File: src/hw/adc_ctrl_params.svh
// Register offsets, field positions, reset values and timing figures of the converter control
`ifndef ADC_CTRL_PARAMS_SVH
`define ADC_CTRL_PARAMS_SVH

// Register offsets on the byte-wide register port
`define REG_MODE        4'h0
`define REG_SOFT_TRIG   4'h1
`define REG_IRQ_STATUS  4'h2
`define REG_IRQ_MASK    4'h3
`define REG_RESULT_LO   4'h4
`define REG_RESULT_HI   4'h5
`define REG_CONTROL     4'h6
`define REG_TARGET_LO   4'h7
`define REG_TARGET_HI   4'h8
`define REG_COUNT_LO    4'h9
`define REG_COUNT_HI    4'hA
`define REG_DIV1_LO     4'hB
`define REG_DIV1_HI     4'hC
`define REG_DIV2_LO     4'hD
`define REG_DIV2_HI     4'hE

// Field positions
`define CTRL_START_BIT  0
`define CTRL_STOP_BIT   1
`define CTRL_CHAN_BIT   2
`define STAT_DRDY_BIT   0
`define STAT_RUN_BIT    1
`define STAT_DONE_BIT   2
`define IRQ_CONV_BIT    0
`define IRQ_TC_BIT      1
`define IRQ_END_BIT     2

// Reset values
`define MODE_RESET      3'h1
`define IRQ_MASK_RESET  3'h0
`define DIV_RESET       16'h0000

// Timing: pacer base derived from the system clock by a fractional accumulator
`define CLK_HZ          25000000
`define PACER_BASE_HZ   2000000
`define RATE_UNIT_HZ    1000000
`define PACER_ACC_STEP  (`PACER_BASE_HZ / `RATE_UNIT_HZ)
`define PACER_ACC_MOD   (`CLK_HZ / `RATE_UNIT_HZ)

`endif

File: src/hw/adc_ctrl_pkg.sv
// Types shared by the converter control modules
package adc_ctrl_pkg;

  typedef enum logic [2:0] {
    MODE_EXT_POLL   = 3'h0,
    MODE_SOFT_POLL  = 3'h1,
    MODE_PACER_DMA  = 3'h2,
    MODE_EXT_DMA    = 3'h3,
    MODE_EXT_INT    = 3'h4,
    MODE_SOFT_INT   = 3'h5,
    MODE_PACER_INT  = 3'h6,
    MODE_UNUSED     = 3'h7
  } mode_t;

  typedef enum logic [2:0] {
    ST_IDLE = 3'b001,
    ST_RUN  = 3'b010,
    ST_DONE = 3'b100
  } run_state_t;

endpackage : adc_ctrl_pkg

File: src/hw/pacer_if.sv
// Signals between the control logic and its pacer timer pair
`timescale 1ns/1ps
interface pacer_if;
  logic [15:0] div_first;
  logic [15:0] div_second;
  logic        run;
  logic        tick;

  modport ctl (output div_first, output div_second, output run, input tick);
  modport tmr (input div_first, input div_second, input run, output tick);
endinterface : pacer_if

File: src/hw/pacer_timer.sv
// Cascaded pair of 16-bit pacer dividers on a 2 MHz base
`timescale 1ns/1ps
`include "adc_ctrl_params.svh"
module pacer_timer
  import adc_ctrl_pkg::*;
(
  input  wire logic clk_in,
  input  wire logic rst_in,
  pacer_if.tmr      pif
);

  localparam logic [4:0] ACC_STEP = 5'(`PACER_ACC_STEP);
  localparam logic [4:0] ACC_MOD  = 5'(`PACER_ACC_MOD);

  logic [4:0]  acc_ff;
  logic [15:0] cnt1_ff;
  logic [15:0] cnt2_ff;
  logic        tick_ff;

  // Averages exactly 2 MHz; jitter is one system clock, fine for a pacer
  wire  [4:0]  acc_sum   = acc_ff + ACC_STEP;
  wire         base_tick = (acc_sum >= ACC_MOD);
  wire  [4:0]  nxt_acc   = base_tick ? 5'(acc_sum - ACC_MOD) : acc_sum;
  wire         div_ok    = (pif.div_first != 16'h0000) && (pif.div_second != 16'h0000);
  wire         wrap1     = base_tick && (cnt1_ff <= 16'h0001);
  wire         wrap2     = wrap1 && (cnt2_ff <= 16'h0001);

  always_ff @(posedge clk_in or posedge rst_in) begin
    if (rst_in) begin
      acc_ff  <= 5'h00;
      cnt1_ff <= 16'h0000;
      cnt2_ff <= 16'h0000;
      tick_ff <= 1'b0;
    end else if (!pif.run || !div_ok) begin
      acc_ff  <= 5'h00;
      cnt1_ff <= pif.div_first;
      cnt2_ff <= pif.div_second;
      tick_ff <= 1'b0;
    end else begin
      acc_ff  <= nxt_acc;
      if (base_tick) begin
        cnt1_ff <= wrap1 ? pif.div_first : 16'(cnt1_ff - 16'h0001);
      end
      if (wrap1) begin
        cnt2_ff <= wrap2 ? pif.div_second : 16'(cnt2_ff - 16'h0001);
      end
      tick_ff <= wrap2;
    end
  end

  assign pif.tick = tick_ff;

endmodule : pacer_timer

File: src/hw/adc_trigger_transfer_control.sv
// Converter trigger selection, result transfer, counted runs and interrupt logic
//
// Strobed register access was left to the implementer.
`timescale 1ns/1ps
`include "adc_ctrl_params.svh"
module adc_trigger_transfer_control
  import adc_ctrl_pkg::*;
(
  input  wire logic        clk_in,
  input  wire logic        rst_in,
  input  wire logic [3:0]  addr_in,
  input  wire logic [7:0]  wr_data_in,
  input  wire logic        wr_en_in,
  input  wire logic        rd_en_in,
  output logic      [7:0]  rd_data_out,
  input  wire logic        ext_trig_in,
  output logic             conv_start_out,
  input  wire logic [11:0] adc_data_in,
  input  wire logic        adc_done_in,
  output logic             host_dma_chan_one_out,
  output logic             host_dma_chan_three_out,
  input  wire logic        dma_ack_in,
  input  wire logic        dma_tc_in,
  output logic      [11:0] dma_data_out,
  output logic             irq_out,
  output logic             data_ready_n_out
);

  pacer_if pif ();

  // Registers
  mode_t       mode_ff;
  run_state_t  state_ff;
  logic [2:0]  irq_stat_ff;
  logic [2:0]  irq_mask_ff;
  logic [15:0] pacer_div_first_ff;
  logic [15:0] pacer_div_second_ff;
  logic [15:0] target_ff;
  logic [15:0] count_ff;
  logic [11:0] result_ff;
  logic [11:0] dma_data_ff;
  logic        chan_three_ff;
  logic        busy_ff;
  logic        dma_pend_ff;
  logic        drdy_n_ff;
  logic        conv_start_ff;
  logic        irq_ff;
  logic [7:0]  rd_data_ff;
  logic [2:0]  ext_sync_ff;

  // Register port decode
  wire wr_mode    = wr_en_in && (addr_in == `REG_MODE);
  wire wr_soft    = wr_en_in && (addr_in == `REG_SOFT_TRIG);
  wire wr_clr     = wr_en_in && (addr_in == `REG_IRQ_STATUS);
  wire wr_mask    = wr_en_in && (addr_in == `REG_IRQ_MASK);
  wire wr_ctrl    = wr_en_in && (addr_in == `REG_CONTROL);
  wire wr_tgt_lo  = wr_en_in && (addr_in == `REG_TARGET_LO);
  wire wr_tgt_hi  = wr_en_in && (addr_in == `REG_TARGET_HI);
  wire wr_d1_lo   = wr_en_in && (addr_in == `REG_DIV1_LO);
  wire wr_d1_hi   = wr_en_in && (addr_in == `REG_DIV1_HI);
  wire wr_d2_lo   = wr_en_in && (addr_in == `REG_DIV2_LO);
  wire wr_d2_hi   = wr_en_in && (addr_in == `REG_DIV2_HI);
  wire rd_res_hi  = rd_en_in && (addr_in == `REG_RESULT_HI);

  wire start_cmd  = wr_ctrl && wr_data_in[`CTRL_START_BIT];
  wire stop_cmd   = wr_ctrl && wr_data_in[`CTRL_STOP_BIT];
  wire running    = (state_ff == ST_RUN);

  // Mode decode
  wire trig_ext   = (mode_ff == MODE_EXT_POLL) || (mode_ff == MODE_EXT_DMA) ||
                    (mode_ff == MODE_EXT_INT);
  wire trig_soft  = (mode_ff == MODE_SOFT_POLL) || (mode_ff == MODE_SOFT_INT);
  wire trig_pacer = (mode_ff == MODE_PACER_DMA) || (mode_ff == MODE_PACER_INT);
  wire xfer_dma   = (mode_ff == MODE_PACER_DMA) || (mode_ff == MODE_EXT_DMA);
  wire xfer_int   = (mode_ff == MODE_EXT_INT) || (mode_ff == MODE_SOFT_INT) ||
                    (mode_ff == MODE_PACER_INT);

  // Trigger sources; only the second and third sync stages feed the edge detector
  wire ext_rise   = ext_sync_ff[1] && !ext_sync_ff[2];
  wire soft_go    = wr_soft && trig_soft;
  wire ext_go     = ext_rise && trig_ext;
  wire pacer_go   = pif.tick && trig_pacer && running;
  wire conv_go    = (soft_go || ext_go || pacer_go) && !busy_ff;
  wire conv_done  = adc_done_in && busy_ff;

  // Transfer accounting
  wire dma_take   = dma_pend_ff && dma_ack_in;
  wire tc_hit     = dma_take && dma_tc_in;
  wire int_take   = conv_done && xfer_int && running;
  wire count_inc  = running && (dma_take || int_take);
  wire [15:0] nxt_count = count_inc ? 16'(count_ff + 16'h0001) : count_ff;
  wire reach_n    = count_inc && (target_ff != 16'h0000) && (nxt_count == target_ff);
  wire run_end    = running && (reach_n || tc_hit || stop_cmd);

  // Interrupt events; hardware set wins over a same-cycle clear
  wire [2:0] irq_set;
  assign irq_set[`IRQ_CONV_BIT] = conv_done && xfer_int;
  assign irq_set[`IRQ_TC_BIT]   = tc_hit;
  assign irq_set[`IRQ_END_BIT]  = running && (reach_n || tc_hit);
  wire [2:0] irq_clr      = wr_clr ? wr_data_in[2:0] : 3'h0;
  wire [2:0] nxt_irq_stat = (irq_stat_ff & ~irq_clr) | irq_set;
  wire       nxt_irq      = |(nxt_irq_stat & irq_mask_ff);

  // Run state
  run_state_t nxt_state;
  always_comb begin
    nxt_state = state_ff;
    unique case (state_ff)
      ST_IDLE: if (start_cmd) nxt_state = ST_RUN;
      ST_RUN:  if (run_end) nxt_state = ST_DONE;
      ST_DONE: if (start_cmd) nxt_state = ST_RUN;
      default: nxt_state = ST_IDLE;
    endcase
  end

  // Read selection; upper result nibble reads as zero
  wire [7:0] stat_byte = {5'h00, (state_ff == ST_DONE), running, drdy_n_ff};
  wire [7:0] rd_mux =
    (addr_in == `REG_MODE)       ? {5'h00, mode_ff} :
    (addr_in == `REG_SOFT_TRIG)  ? stat_byte :
    (addr_in == `REG_IRQ_STATUS) ? {5'h00, irq_stat_ff} :
    (addr_in == `REG_IRQ_MASK)   ? {5'h00, irq_mask_ff} :
    (addr_in == `REG_RESULT_LO)  ? result_ff[7:0] :
    (addr_in == `REG_RESULT_HI)  ? {4'h0, result_ff[11:8]} :
    (addr_in == `REG_CONTROL)    ? {5'h00, chan_three_ff, 1'b0, running} :
    (addr_in == `REG_TARGET_LO)  ? target_ff[7:0] :
    (addr_in == `REG_TARGET_HI)  ? target_ff[15:8] :
    (addr_in == `REG_COUNT_LO)   ? count_ff[7:0] :
    (addr_in == `REG_COUNT_HI)   ? count_ff[15:8] :
    (addr_in == `REG_DIV1_LO)    ? pacer_div_first_ff[7:0] :
    (addr_in == `REG_DIV1_HI)    ? pacer_div_first_ff[15:8] :
    (addr_in == `REG_DIV2_LO)    ? pacer_div_second_ff[7:0] :
    (addr_in == `REG_DIV2_HI)    ? pacer_div_second_ff[15:8] : 8'h00;

  // Host registers
  always_ff @(posedge clk_in or posedge rst_in) begin
    if (rst_in) begin
      mode_ff             <= mode_t'(`MODE_RESET);
      irq_mask_ff         <= `IRQ_MASK_RESET;
      chan_three_ff       <= 1'b0;
      target_ff           <= 16'h0000;
      pacer_div_first_ff  <= `DIV_RESET;
      pacer_div_second_ff <= `DIV_RESET;
    end else begin
      if (wr_mode)   mode_ff <= mode_t'(wr_data_in[2:0]);
      if (wr_mask)   irq_mask_ff <= wr_data_in[2:0];
      if (wr_ctrl)   chan_three_ff <= wr_data_in[`CTRL_CHAN_BIT];
      if (wr_tgt_lo) target_ff[7:0] <= wr_data_in;
      if (wr_tgt_hi) target_ff[15:8] <= wr_data_in;
      if (wr_d1_lo)  pacer_div_first_ff[7:0] <= wr_data_in;
      if (wr_d1_hi)  pacer_div_first_ff[15:8] <= wr_data_in;
      if (wr_d2_lo)  pacer_div_second_ff[7:0] <= wr_data_in;
      if (wr_d2_hi)  pacer_div_second_ff[15:8] <= wr_data_in;
    end
  end

  // Run control and counting
  always_ff @(posedge clk_in or posedge rst_in) begin
    if (rst_in) begin
      state_ff <= ST_IDLE;
      count_ff <= 16'h0000;
    end else begin
      state_ff <= nxt_state;
      // Count survives a stop so software can read how far it got
      count_ff <= start_cmd && !running ? 16'h0000 : nxt_count;
    end
  end

  // Conversion sequencing
  always_ff @(posedge clk_in or posedge rst_in) begin
    if (rst_in) begin
      ext_sync_ff   <= 3'h0;
      conv_start_ff <= 1'b0;
      busy_ff       <= 1'b0;
      result_ff     <= 12'h000;
      drdy_n_ff     <= 1'b1;
    end else begin
      ext_sync_ff   <= {ext_sync_ff[1:0], ext_trig_in};
      conv_start_ff <= conv_go;
      if (conv_go) begin
        busy_ff   <= 1'b1;
        drdy_n_ff <= 1'b1;
      end else if (conv_done) begin
        busy_ff   <= 1'b0;
        result_ff <= adc_data_in;
        drdy_n_ff <= 1'b0;
      end else if (rd_res_hi) begin
        drdy_n_ff <= 1'b1;
      end
    end
  end

  // DMA handshake and interrupt
  always_ff @(posedge clk_in or posedge rst_in) begin
    if (rst_in) begin
      dma_pend_ff <= 1'b0;
      dma_data_ff <= 12'h000;
      irq_stat_ff <= 3'h0;
      irq_ff      <= 1'b0;
      rd_data_ff  <= 8'h00;
    end else begin
      // A new result overwrites an unacknowledged one; the pacer limit prevents it
      if (conv_done && xfer_dma) begin
        dma_pend_ff <= 1'b1;
        dma_data_ff <= adc_data_in;
      end else if (dma_take) begin
        dma_pend_ff <= 1'b0;
      end
      irq_stat_ff <= nxt_irq_stat;
      irq_ff      <= nxt_irq;
      rd_data_ff  <= rd_en_in ? rd_mux : 8'h00;
    end
  end

  assign pif.div_first  = pacer_div_first_ff;
  assign pif.div_second = pacer_div_second_ff;
  assign pif.run        = running && trig_pacer;

  pacer_timer u_pacer (
    .clk_in (clk_in),
    .rst_in (rst_in),
    .pif    (pif)
  );

  // Request lines come from flops gated only by the channel select flop
  logic dma_one_ff;
  logic dma_three_ff;
  always_ff @(posedge clk_in or posedge rst_in) begin
    if (rst_in) begin
      dma_one_ff   <= 1'b0;
      dma_three_ff <= 1'b0;
    end else begin
      dma_one_ff   <= (conv_done && xfer_dma || dma_pend_ff && !dma_ack_in) && !chan_three_ff;
      dma_three_ff <= (conv_done && xfer_dma || dma_pend_ff && !dma_ack_in) && chan_three_ff;
    end
  end

  assign host_dma_chan_one_out   = dma_one_ff;
  assign host_dma_chan_three_out = dma_three_ff;
  assign dma_data_out            = dma_data_ff;
  assign rd_data_out             = rd_data_ff;
  assign conv_start_out          = conv_start_ff;
  assign irq_out                 = irq_ff;
  assign data_ready_n_out        = drdy_n_ff;

endmodule : adc_trigger_transfer_control

File: config.mk
export PLATFORM = sky130hd
export DESIGN_NAME = adc_trigger_transfer_control
export DESIGN_NICKNAME = d
export VERILOG_FILES = /design/src/hw/adc_ctrl_pkg.sv /design/src/hw/pacer_if.sv /design/src/hw/pacer_timer.sv /design/src/hw/adc_trigger_transfer_control.sv
export VERILOG_INCLUDE_DIRS = /design/src /design/src/hw
export SDC_FILE = /design/constraint.sdc
export NUM_CORES = 1
export LEC_CHECK = 0
export ABC_AREA = 1
export CAP_MARGIN = 20
export CORE_UTILIZATION = 25
export CTS_BUF_LIST = sky130_fd_sc_hd__clkbuf_2
export CTS_CLUSTER_SIZE = 28
export DETAILED_ROUTE_END_ITERATION = 8
export DONT_BUFFER_PORTS = 1
export PLACE_DENSITY = 0.4
export SKIP_CTS_REPAIR_TIMING = 1
export SLEW_MARGIN = 20
export SYNTH_ARGS = -nofsm -noshare
export SYNTH_HDL_FRONTEND = slang
export SYNTH_HIERARCHICAL = 1
export SYNTH_SLANG_ARGS = --single-unit
File: constraint.sdc
create_clock -name clk_in -period 11.6 [get_ports clk_in]
set_clock_uncertainty 0.05 [all_clocks]
set_input_delay 2.32 -clock clk_in [delete_from_list [all_inputs] [get_ports clk_in]]
set_output_delay 2.32 -clock clk_in [all_outputs]
set_load 0.005 [all_outputs]
# Word-level counts from Yosys, hierarchy flattened
# Cells that the tools add are included.
word_totals:
  ff_bits: 157
  input_bits: 32
  out_inout_bits: 25
  word_cells: 178
classes:
  add_sub_neg: 5
  magnitude_cmp: 3
  eq_ne: 26
  n_mux: 38
  n_bitwise: 5
  reduce_logical: 74
ops:
  columns: ["operator", "n"]
  rows:
  - ["two-way mux 16 bit", 8]
  - ["two-way mux 8 bit", 16]
  - ["nonzero test 16 bit", 3]
  - ["logical AND 1 bit", 39]
  - ["<= comparator 16 x 1 -> 1 bit, second input constant", 2]
  - ["subtractor 16 x 1 -> 16 bit, second input constant", 2]
  - ["== test 4 bit, second input constant", 7]
  - ["adder 16 x 1 -> 16 bit, second input constant", 1]
  - ["== test 16 bit", 1]
  - ["== test 4 x 3 -> 1 bit, second input constant", 4]
  - ["logical OR 1 bit", 14]
  - ["== test 3 bit, second input constant", 4]
  - ["two-way mux 5 bit", 2]
  - ["== test 3 x 2 -> 1 bit, second input constant", 3]
  - ["two-way mux 3 bit", 3]
  - ["== test 4 x 2 -> 1 bit, second input constant", 2]
  - ["two-way mux 1 bit", 8]
  - ["nonzero test 2 bit", 4]
  - ["logical NOT 1 bit", 7]
  - ["AND 3 bit", 2]
  - ["== test 3 x 1 -> 1 bit, second input constant", 2]
  - ["one-hot mux 3 bit (2 select lines)", 1]
  - ["adder 5 x 2 -> 5 bit, second input constant", 1]
  - [">= comparator 5 bit, second input constant", 1]
  - ["12 further kinds", 14]

# Depth between registers and ports, before layout
# Gate-level depths: netlist of the first run.
depth:
  ltp_word: 17
  mapped_depth: 20
  ltp_nobuf: 20

# By module
# Netlist of the first run, hierarchy kept.
modules_own_cells:
  columns: ["module", "n_inst", "cells_each", "area_each_um2", "seq_area_each_um2"]
  rows:
  - ["adc_trigger_transfer_control", 1, 775, 5901.9, 2981.6]
  - ["pacer_timer", 1, 489, 3133.0, 950.9]

# Worst setup path after synthesis of the first run
# OpenSTA, ideal clock, no wires.
synth_timing:
  path_kind: "in2reg"
  startpoint: "input port adc_done_in"
  endpoint: "register state_ff[2]"
  setup_time_ns: 0.117
  arrival_ns: 3.639
  t_required_ns: 11.433
  path_slack_ns: 7.794
  path_stages: 19
  n_path_buf: 1
  cell_sequence: "nand2_2 > inv_2 > nand3_2 > nand2_2 > nand2_4 > inv_4 > buf_6 > nand2_1 > nand2_1 > nand2_1 > nand2_1 > nor2_1 > nand2_1 > nor2_1 > nand3_1 > nand3_1 > nand2_1 > nand2_1 > nand2_1"
synth_via:
  elab_chain_len: 13
  word_cells_on_any_way: 14
  classes_between: "2 x eq/ne; 1 x mux; 11 x reduce/logical"
synth_lines:
  columns: ["item", "line", "text"]
  rows:
  - ["from (decl)", "adc_trigger_transfer_control.sv:19", "input wire logic adc_done_in,"]
  - ["logical AND 1 bit *", "adc_trigger_transfer_control.sv:84", "wire conv_done = adc_done_in && busy_ff;"]
  - ["logical AND 1 bit * (2 in a row)", "adc_trigger_transfer_control.sv:89", "wire int_take = conv_done && xfer_int && running;"]
  - ["logical OR 1 bit *", "adc_trigger_transfer_control.sv:90", "wire count_inc = running && (dma_take || int_take);"]
  - ["logical AND 1 bit *", "adc_trigger_transfer_control.sv:90", null]
  - ["two-way mux 16 bit", "adc_trigger_transfer_control.sv:91", "wire [15:0] nxt_count = count_inc ? 16'(count_ff + 16'h0001) : count_ff;"]
  - ["== test 16 bit", "adc_trigger_transfer_control.sv:92", "wire reach_n = count_inc && (target_ff != 16'h0000) && (nxt_count == target_ff);"]
  - ["logical AND 1 bit *", "adc_trigger_transfer_control.sv:92", null]
  - ["logical OR 1 bit * (2 in a row)", "adc_trigger_transfer_control.sv:93", "wire run_end = running && (reach_n || tc_hit || stop_cmd);"]
  - ["logical AND 1 bit *", "adc_trigger_transfer_control.sv:93", null]
  - ["inequality test 2 x 1 -> 1 bit (no line) *", null, null]
  - ["AND reduction 2 bit (no line) *", null, null]
  - ["to (signal assigned)", "adc_trigger_transfer_control.sv:163", "state_ff <= nxt_state;"]
  - ["to (decl)", "adc_trigger_transfer_control.sv:33", "run_state_t state_ff;"]
# Mark *: on every way between the ends. The rest lies on a longest branch, timed or not.
# A chain may end at the register's enable or synchronous reset.

# Worst setup path in the final report of the first run
layout_timing:
  startpoint: "register drdy_n_ff (netlist: data_ready_n_out)"
  endpoint: "output port data_ready_n_out"
layout_lines:
  columns: ["item", "line", "text"]
  rows:
  - ["from (decl)", "adc_trigger_transfer_control.sv:45", "logic drdy_n_ff;"]
  - ["from (signal assigned)", "adc_trigger_transfer_control.sv:176", "drdy_n_ff <= 1'b1;"]
  - ["from (signal assigned)", "adc_trigger_transfer_control.sv:182", "drdy_n_ff <= 1'b1;"]
  - ["from (signal assigned)", "adc_trigger_transfer_control.sv:186", "drdy_n_ff <= 1'b0;"]
  - ["to (decl)", "adc_trigger_transfer_control.sv:26", "output logic data_ready_n_out"]
# No word-level cell between the ends.

==> results.json, run 1 <==
{
  "r2r_start": "state_ff[2]",
  "drive_gt1_share_pct": 6.14,
  "hold_class": "reg -> reg",
  "synth_nets": 1305,
  "fin_total_pwr_w": 0.00158,
  "place_area_um2": 9440,
  "rrSetupSlack_ns": 8.96,
  "postRouteAntennaNets": 0,
  "viasPerCell": 4.56,
  "synthArstFlopShare_pct": 100,
  "min_period_ns": 3.80,
  "yosysSeqAreaShare_pct": 43.5,
  "finalHoldViolations": 0,
  "holdPathStages": 0,
  "grt_pass1_wl_um": 44300,
  "start_util_pct": 25.4,
  "holdCritStartpoint": "ext_sync_ff[0]",
  "place_hpwl_um": 20600,
  "layout_common_cells": "444 x nand2_1, 154 x dfrtp_1, 139 x nor2_1",
  "grt_pass1_vias": 7789,
  "antenna_found_initial": 1,
  "synth_area_per_cell_um2": 7.15,
  "cts_tree": "done",
  "rsz0062_at_grt": "false",
  "core-area_um2": 35600,
  "power_density_nw_per_um2": 162,
  "firstDrtPassIters": 5,
  "design_area_um2": 9730,
  "cts.htree.levels": 4,
  "fmax_mhz": 263,
  "final-setup-viol-count": 0,
  "cts_buffers": 17,
  "ys_types": 40,
  "syn_inst": 1264,
  "utilization_pct": 27.4,
  "status": "finished clean",
  "period_share_pct": 32.8,
  "clk_pin_slew_ns": 0.32,
  "route.detailed.drc": 0,
  "crit_path_start_kind": "flip-flop",
  "p_leak_nw": 4.84,
  "syn_area_um2": 9030,
  "reg2reg_to": "u_pacer/cnt1_ff[4]",
  "die_h_um": 192,
  "drv_cap": 0,
  "io_buffers": 0,
  "final_common_cell": "nand2_1",
  "worst_pin_slew_ns": 0.933,
  "crit_arrival_ns": 1.43,
  "num_rows": 69,
  "ys_seq_elements": 157,
  "ctsLongestPathBuffers": 2,
  "hold_end": "ext_sync_ff[1]",
  "place.gp.congestion": 0.833,
  "num_vias": 7904,
  "slew_headroom_pct": 37.8,
  "insertion_delay_ns": 0.78,
  "gr-total-overflow": 0,
  "yosys_most_used_dff": "dfrtp_1",
  "worstRegToRegCells": 10,
  "cts.sinks": 157,
  "drt_iter0_drc": 457,
  "drt-total-wl_um": 28100,
  "vdd.ir_drop.worst_uv": 65.3,
  "path_depth": 0,
  "synth_edf_count": 0,
  "grt_usage_pct": 15.8,
  "grt_max_degree": 73,
  "critPathKind": "reg -> out",
  "cts_root_buffer": "clkbuf_2",
  "ios": 57,
  "fp.dieW_um": 192,
  "slew_violations": 0,
  "post_drt_wl_per_cell_um": 16.2,
  "crit_path_end_kind": "primary output",
  "area_delta_synth_final_pct": 7.69,
  "finalSetupTns_ns": 0,
  "cp_max_fo": 3,
  "layout.nets": 1298,
  "dieArea_um2": 36900,
  "cp.required_ns": 9.23,
  "yosysWarnings": 6
}
-- per-stage QoR --
step / hold slack (ns) / instances / setup slack (ns)
2_1_floorplan: 0.281 / 1264 / 6.08
3_3_place_gp: 0.294 / 1699 / 7.08
3_5_place_dp: 0.295 / 1699 / 7.08
4_1_cts: 0.354 / 1731 / 7.71
5_1_grt: 0.363 / 1732 / 7.68
6_report: 0.346 / 1732 / 7.80
-- cell type report --
class / count / area (um^2)
diodes: 1 / 2.50
clock buffers: 17 / 85.1
clock inverters: 15 / 198
fillers: 4017 / 25800
inverters: 136 / 520
multi-input cells: 941 / 4380
flip-flops and latches: 157 / 3930
well taps: 461 / 577
repair buffers: 4 / 30.0
-- kinds of logic (layout without fill, tap and decap cells) --
logic type	count (synthesis)	count (layout)	synth area share, %
xor+xnor	21	21	2.04
buf+inv	166	172	7.95
simple gates	763	763	36.4
fa+ha+maj	9	9	1.25
flops	157	157	43.5
other cells	0	1	0
compound gates	148	148	8.88
-- where the power goes --
group          internal, W  switching (W)
combinational     0.000153       0.000252
sequential        0.000675       0.000149
clock            0.0000953       0.000254
total             0.000924       0.000655
-- sequential cells by signal (all words and copies together) (netlist names), 3 cells and up --
name and cells:
state_ff 3, mode_ff 3, irq_stat_ff 3, target_ff 16, irq_mask_ff 3, result_ff 12
pacer_div_first_ff 16, u_pacer/acc_ff 5, count_ff 16, u_pacer/cnt2_ff 16, ext_sync_ff 3, rd_data_out 8
pacer_div_second_ff 16, u_pacer/cnt1_ff 16, dma_data_out 12
-- cells in the mapped netlist (2+ instances only) --
cell,count,area [um^2]
nand2_1,444,1670
dfrtp_1,154,3850
nor2_1,139,522
inv_1,129,484
o21ai_0,109,546
nand3_1,96,480
nand3b_1,28,210
nand4_1,20,125
clkbuf_1,15,56.3
a21oi_1,14,70.1
xor2_1,14,123
nor2_2,11,68.8
buf_6,9,101
ha_1,9,113
nand2_2,8,50.1
o2111ai_1,7,61.3
xnor2_1,7,61.3
nand2_4,5,56.3
buf_2,4,20.0
inv_2,4,15.0
nor4_1,4,25.0
o211ai_1,4,30.0
o22ai_1,4,25.0
dfstp_2,3,78.8
inv_4,3,18.8
nor2_4,3,33.8
o21ai_1,3,15.0
o31ai_1,2,15.0
-- how the worst max path moves through the flow --
stage / from / endpoint / slack, ns
2_1_floorplan: rst_in / busy_ff / 6.08
3_3_place_gp: adc_done_in / state_ff[2] / 7.08
3_5_place_dp: adc_done_in / state_ff[2] / 7.08
4_1_cts: data_ready_n_out / data_ready_n_out / 7.71
5_1_grt: data_ready_n_out / data_ready_n_out / 7.68
6_report: data_ready_n_out / data_ready_n_out / 7.80
-- layer usage --
metal	up-vias	GRT usage, %	share of wire [%]
met2	146	26.0	47
met3	19	2.54	3.3
li1	4020	-	-
met1	3719	21.4	48
met5	-	0	0
met4	0	3.88	1.4
No activity file was read; power rests on OpenSTA's default activity.
==> run 2, diff against run 1 <==
==> constraint.sdc (replaced) <==
create_clock -name clk_in -period 4 [get_ports clk_in]
set_clock_uncertainty 0.05 [all_clocks]
set_input_delay 0.8 -clock clk_in [delete_from_list [all_inputs] [get_ports clk_in]]
set_output_delay 0.8 -clock clk_in [all_outputs]
set_load 0.005 [all_outputs]
==> run 2 against run 1 <==
Effect of this change:
- power grew to 2.8 times the previous value
- die area is the same
- combinational power increased to 2.9 times the previous value
- largest cell class unchanged
- register-to-register slack lost 7.6 ns
- first-iteration DRC count up 47%
- wire length fell by 0.71%
- largest power group unchanged
- sequential power grew to 2.9 times the previous value
- sequential share of layout area shrank 0.17 points
- clock power grew to 2.6 times the previous value
- critical path type is now reg -> reg
- non-clock buffer count increased by 7
==> results.json, run 2 (synthesis results as in run 1) <==
{
  "cts.sinks": 157,
  "cts_root_buffer": "clkbuf_2",
  "critPathMostFrequentCell": "nand2_1",
  "final-setup-viol-count": 0,
  "drt_iter0_drc": 670,
  "viasPerCell": 4.53,
  "layout.nets": 1305,
  "power_frac_clock_pct": 20.6,
  "hold_class": "in -> reg",
  "drive_gt1_share_pct": 6.11,
  "grtUsageMet3_pct": 2.41,
  "core-area_um2": 35600,
  "antenna_found_initial": 1,
  "finalHoldViolations": 0,
  "insertion_delay_ns": 0.78,
  "worst_pin_slew_ns": 0.719,
  "io_buffers": 0,
  "cts.htree.levels": 4,
  "design_area_um2": 9770,
  "rrSetupSlack_ns": 1.34,
  "place.gp.congestion": 0.824,
  "internal_power_w": 0.00266,
  "postRouteAntennaNets": 0,
  "holdPathStages": 2,
  "combPwrFrac_pct": 26.3,
  "cp.required_ns": 4.63,
  "finalSetupTns_ns": 0,
  "use_met2_pct": 26.1,
  "clk_pin_slew_ns": 0.29,
  "cts_tree": "done",
  "ios": 57,
  "holdCritStartpoint": "rd_en_in",
  "num_vias": 7878,
  "hold_end": "data_ready_n_out",
  "slew_violations": 0,
  "nFillCells": 3983,
  "cp_max_fo": 6,
  "layout_common_cells": "444 x nand2_1, 154 x dfrtp_1, 139 x nor2_1",
  "drt-total-wl_um": 27900,
  "fmax_mhz": 376,
  "vdd.ir_drop.worst_uv": 213,
  "place_hpwl_um": 20300,
  "worstRegToRegCells": 18,
  "period_share_pct": 66.5,
  "p_sw_w": 0.00184,
  "crit_arrival_ns": 3.29,
  "drv_cap": 0,
  "fp.dieW_um": 192,
  "power_density_nw_per_um2": 460,
  "route.detailed.drc": 0,
  "crit_path_top_delay_cell": "dfrtp_1",
  "min_period_ns": 2.66,
  "r2r_start": "count_ff[0]",
  "crit_path_end_kind": "flip-flop",
  "slew_headroom_pct": 52.0,
  "utilization_pct": 27.5,
  "critical-path-top-delay-family": "simple AND/OR/NAND/NOR gates",
  "p_seq_share_pct": 53.1,
  "grt_util_met1_pct": 21.4,
  "switching_share_pct": 40.9,
  "start_util_pct": 25.4,
  "p_leak_nw": 4.85,
  "dieArea_um2": 36900,
  "grt_max_degree": 79,
  "gr-total-overflow": 0,
  "path_buf_inv": 0,
  "crit_chain": "ha_1 -> nand2_1 -> nor2_1 -> nand3_1 -> nand2_1 -> nand2_1 -> nand2_1 -> nand2_1 -> nand2_1 -> nand2_1 -> nor2_1 -> nand2_1 -> nor2_1 -> nand3_1 -> nand3_1 -> nand2_1 -> nand2_1 -> nand2_1",
  "final_common_cell": "nand2_1",
  "crit_path_start_kind": "flip-flop",
  "area_delta_synth_final_pct": 8.13,
  "place_area_um2": 9470,
  "grt_pass1_vias": 7685,
  "post_drt_wl_per_cell_um": 16.0,
  "ctsLongestPathBuffers": 2,
  "dp_cells": 1700,
  "critPathKind": "reg -> reg",
  "status": "finished clean",
  "critPathMaxStageDelay_ns": 0.54,
  "fin_total_pwr_w": 0.00449,
  "grt_pass1_wl_um": 44400,
  "num_rows": 69,
  "busiest_layer": "met2",
  "grt_usage_pct": 15.8,
  "firstDrtPassIters": 8,
  "cts_buffers": 17,
  "rsz0062_at_grt": "false",
  "reg2reg_to": "state_ff[2]",
  "die_h_um": 192,
  "fin_cells": 1739
}
==> run 2: layout make-up <==
cell class                 count  area [um^2]  share of cell area, %
inverter                     136          522                   5.34
multi-input combinational    941         4380                   44.9
timing repair buffer          11          115                   1.18
tap                          461          577                   5.90
sequential                   157         3930                   40.3
clock buffer                  17         85.1                  0.871
clock inverter                15          151                   1.55
antenna                        1         2.50                 0.0256
==> run 2: worst max-delay path by stage <==
stage	start	cells past startpoint	to
6_report	count_ff[0]	18	state_ff[2]
2_1_floorplan	rst_in	1	busy_ff
3_5_place_dp	adc_done_in	18	state_ff[2]
5_1_grt	count_ff[0]	18	state_ff[2]
4_1_cts	count_ff[0]	18	state_ff[2]
3_3_place_gp	adc_done_in	17	state_ff[2]
==> run 2: power by group through the flow <==
stage / Clock (W) / Sequential [W] / Combinational, W
after floorplan: 0 / 0.00225 / 0.000944
after global placement: 0 / 0.00242 / 0.00118
after detailed placement: 0 / 0.00242 / 0.00118
after CTS: 0.000980 / 0.00239 / 0.00119
after global routing: 0.00104 / 0.00245 / 0.00140
final: 0.000927 / 0.00239 / 0.00118
==> run 2: layer usage <==
metal / wire, um / up-vias
li1: - / 4030
met5: 0 / -
met2: 13200 / 143
met3: 886 / 22
met1: 13400 / 3683
met4: 387 / 0
==> run 2: worst reg2reg max path, delay by kind of cell, from the launching register on <==
kind          cells  cell delay [ns]
fa+ha+maj         1             0.29
simple gates     17             1.71
flops             1             0.54
==> run 2: stage by stage <==
step / setup WS, ns / hold WS, ns
after global routing: 1.03 / 0.00468
after detailed placement: 0.994 / 0.292
after global placement: 1.01 / 0.287
final: 1.34 / 0.0987
after floorplan: 1.70 / 0.281
after CTS: 1.31 / -0.248
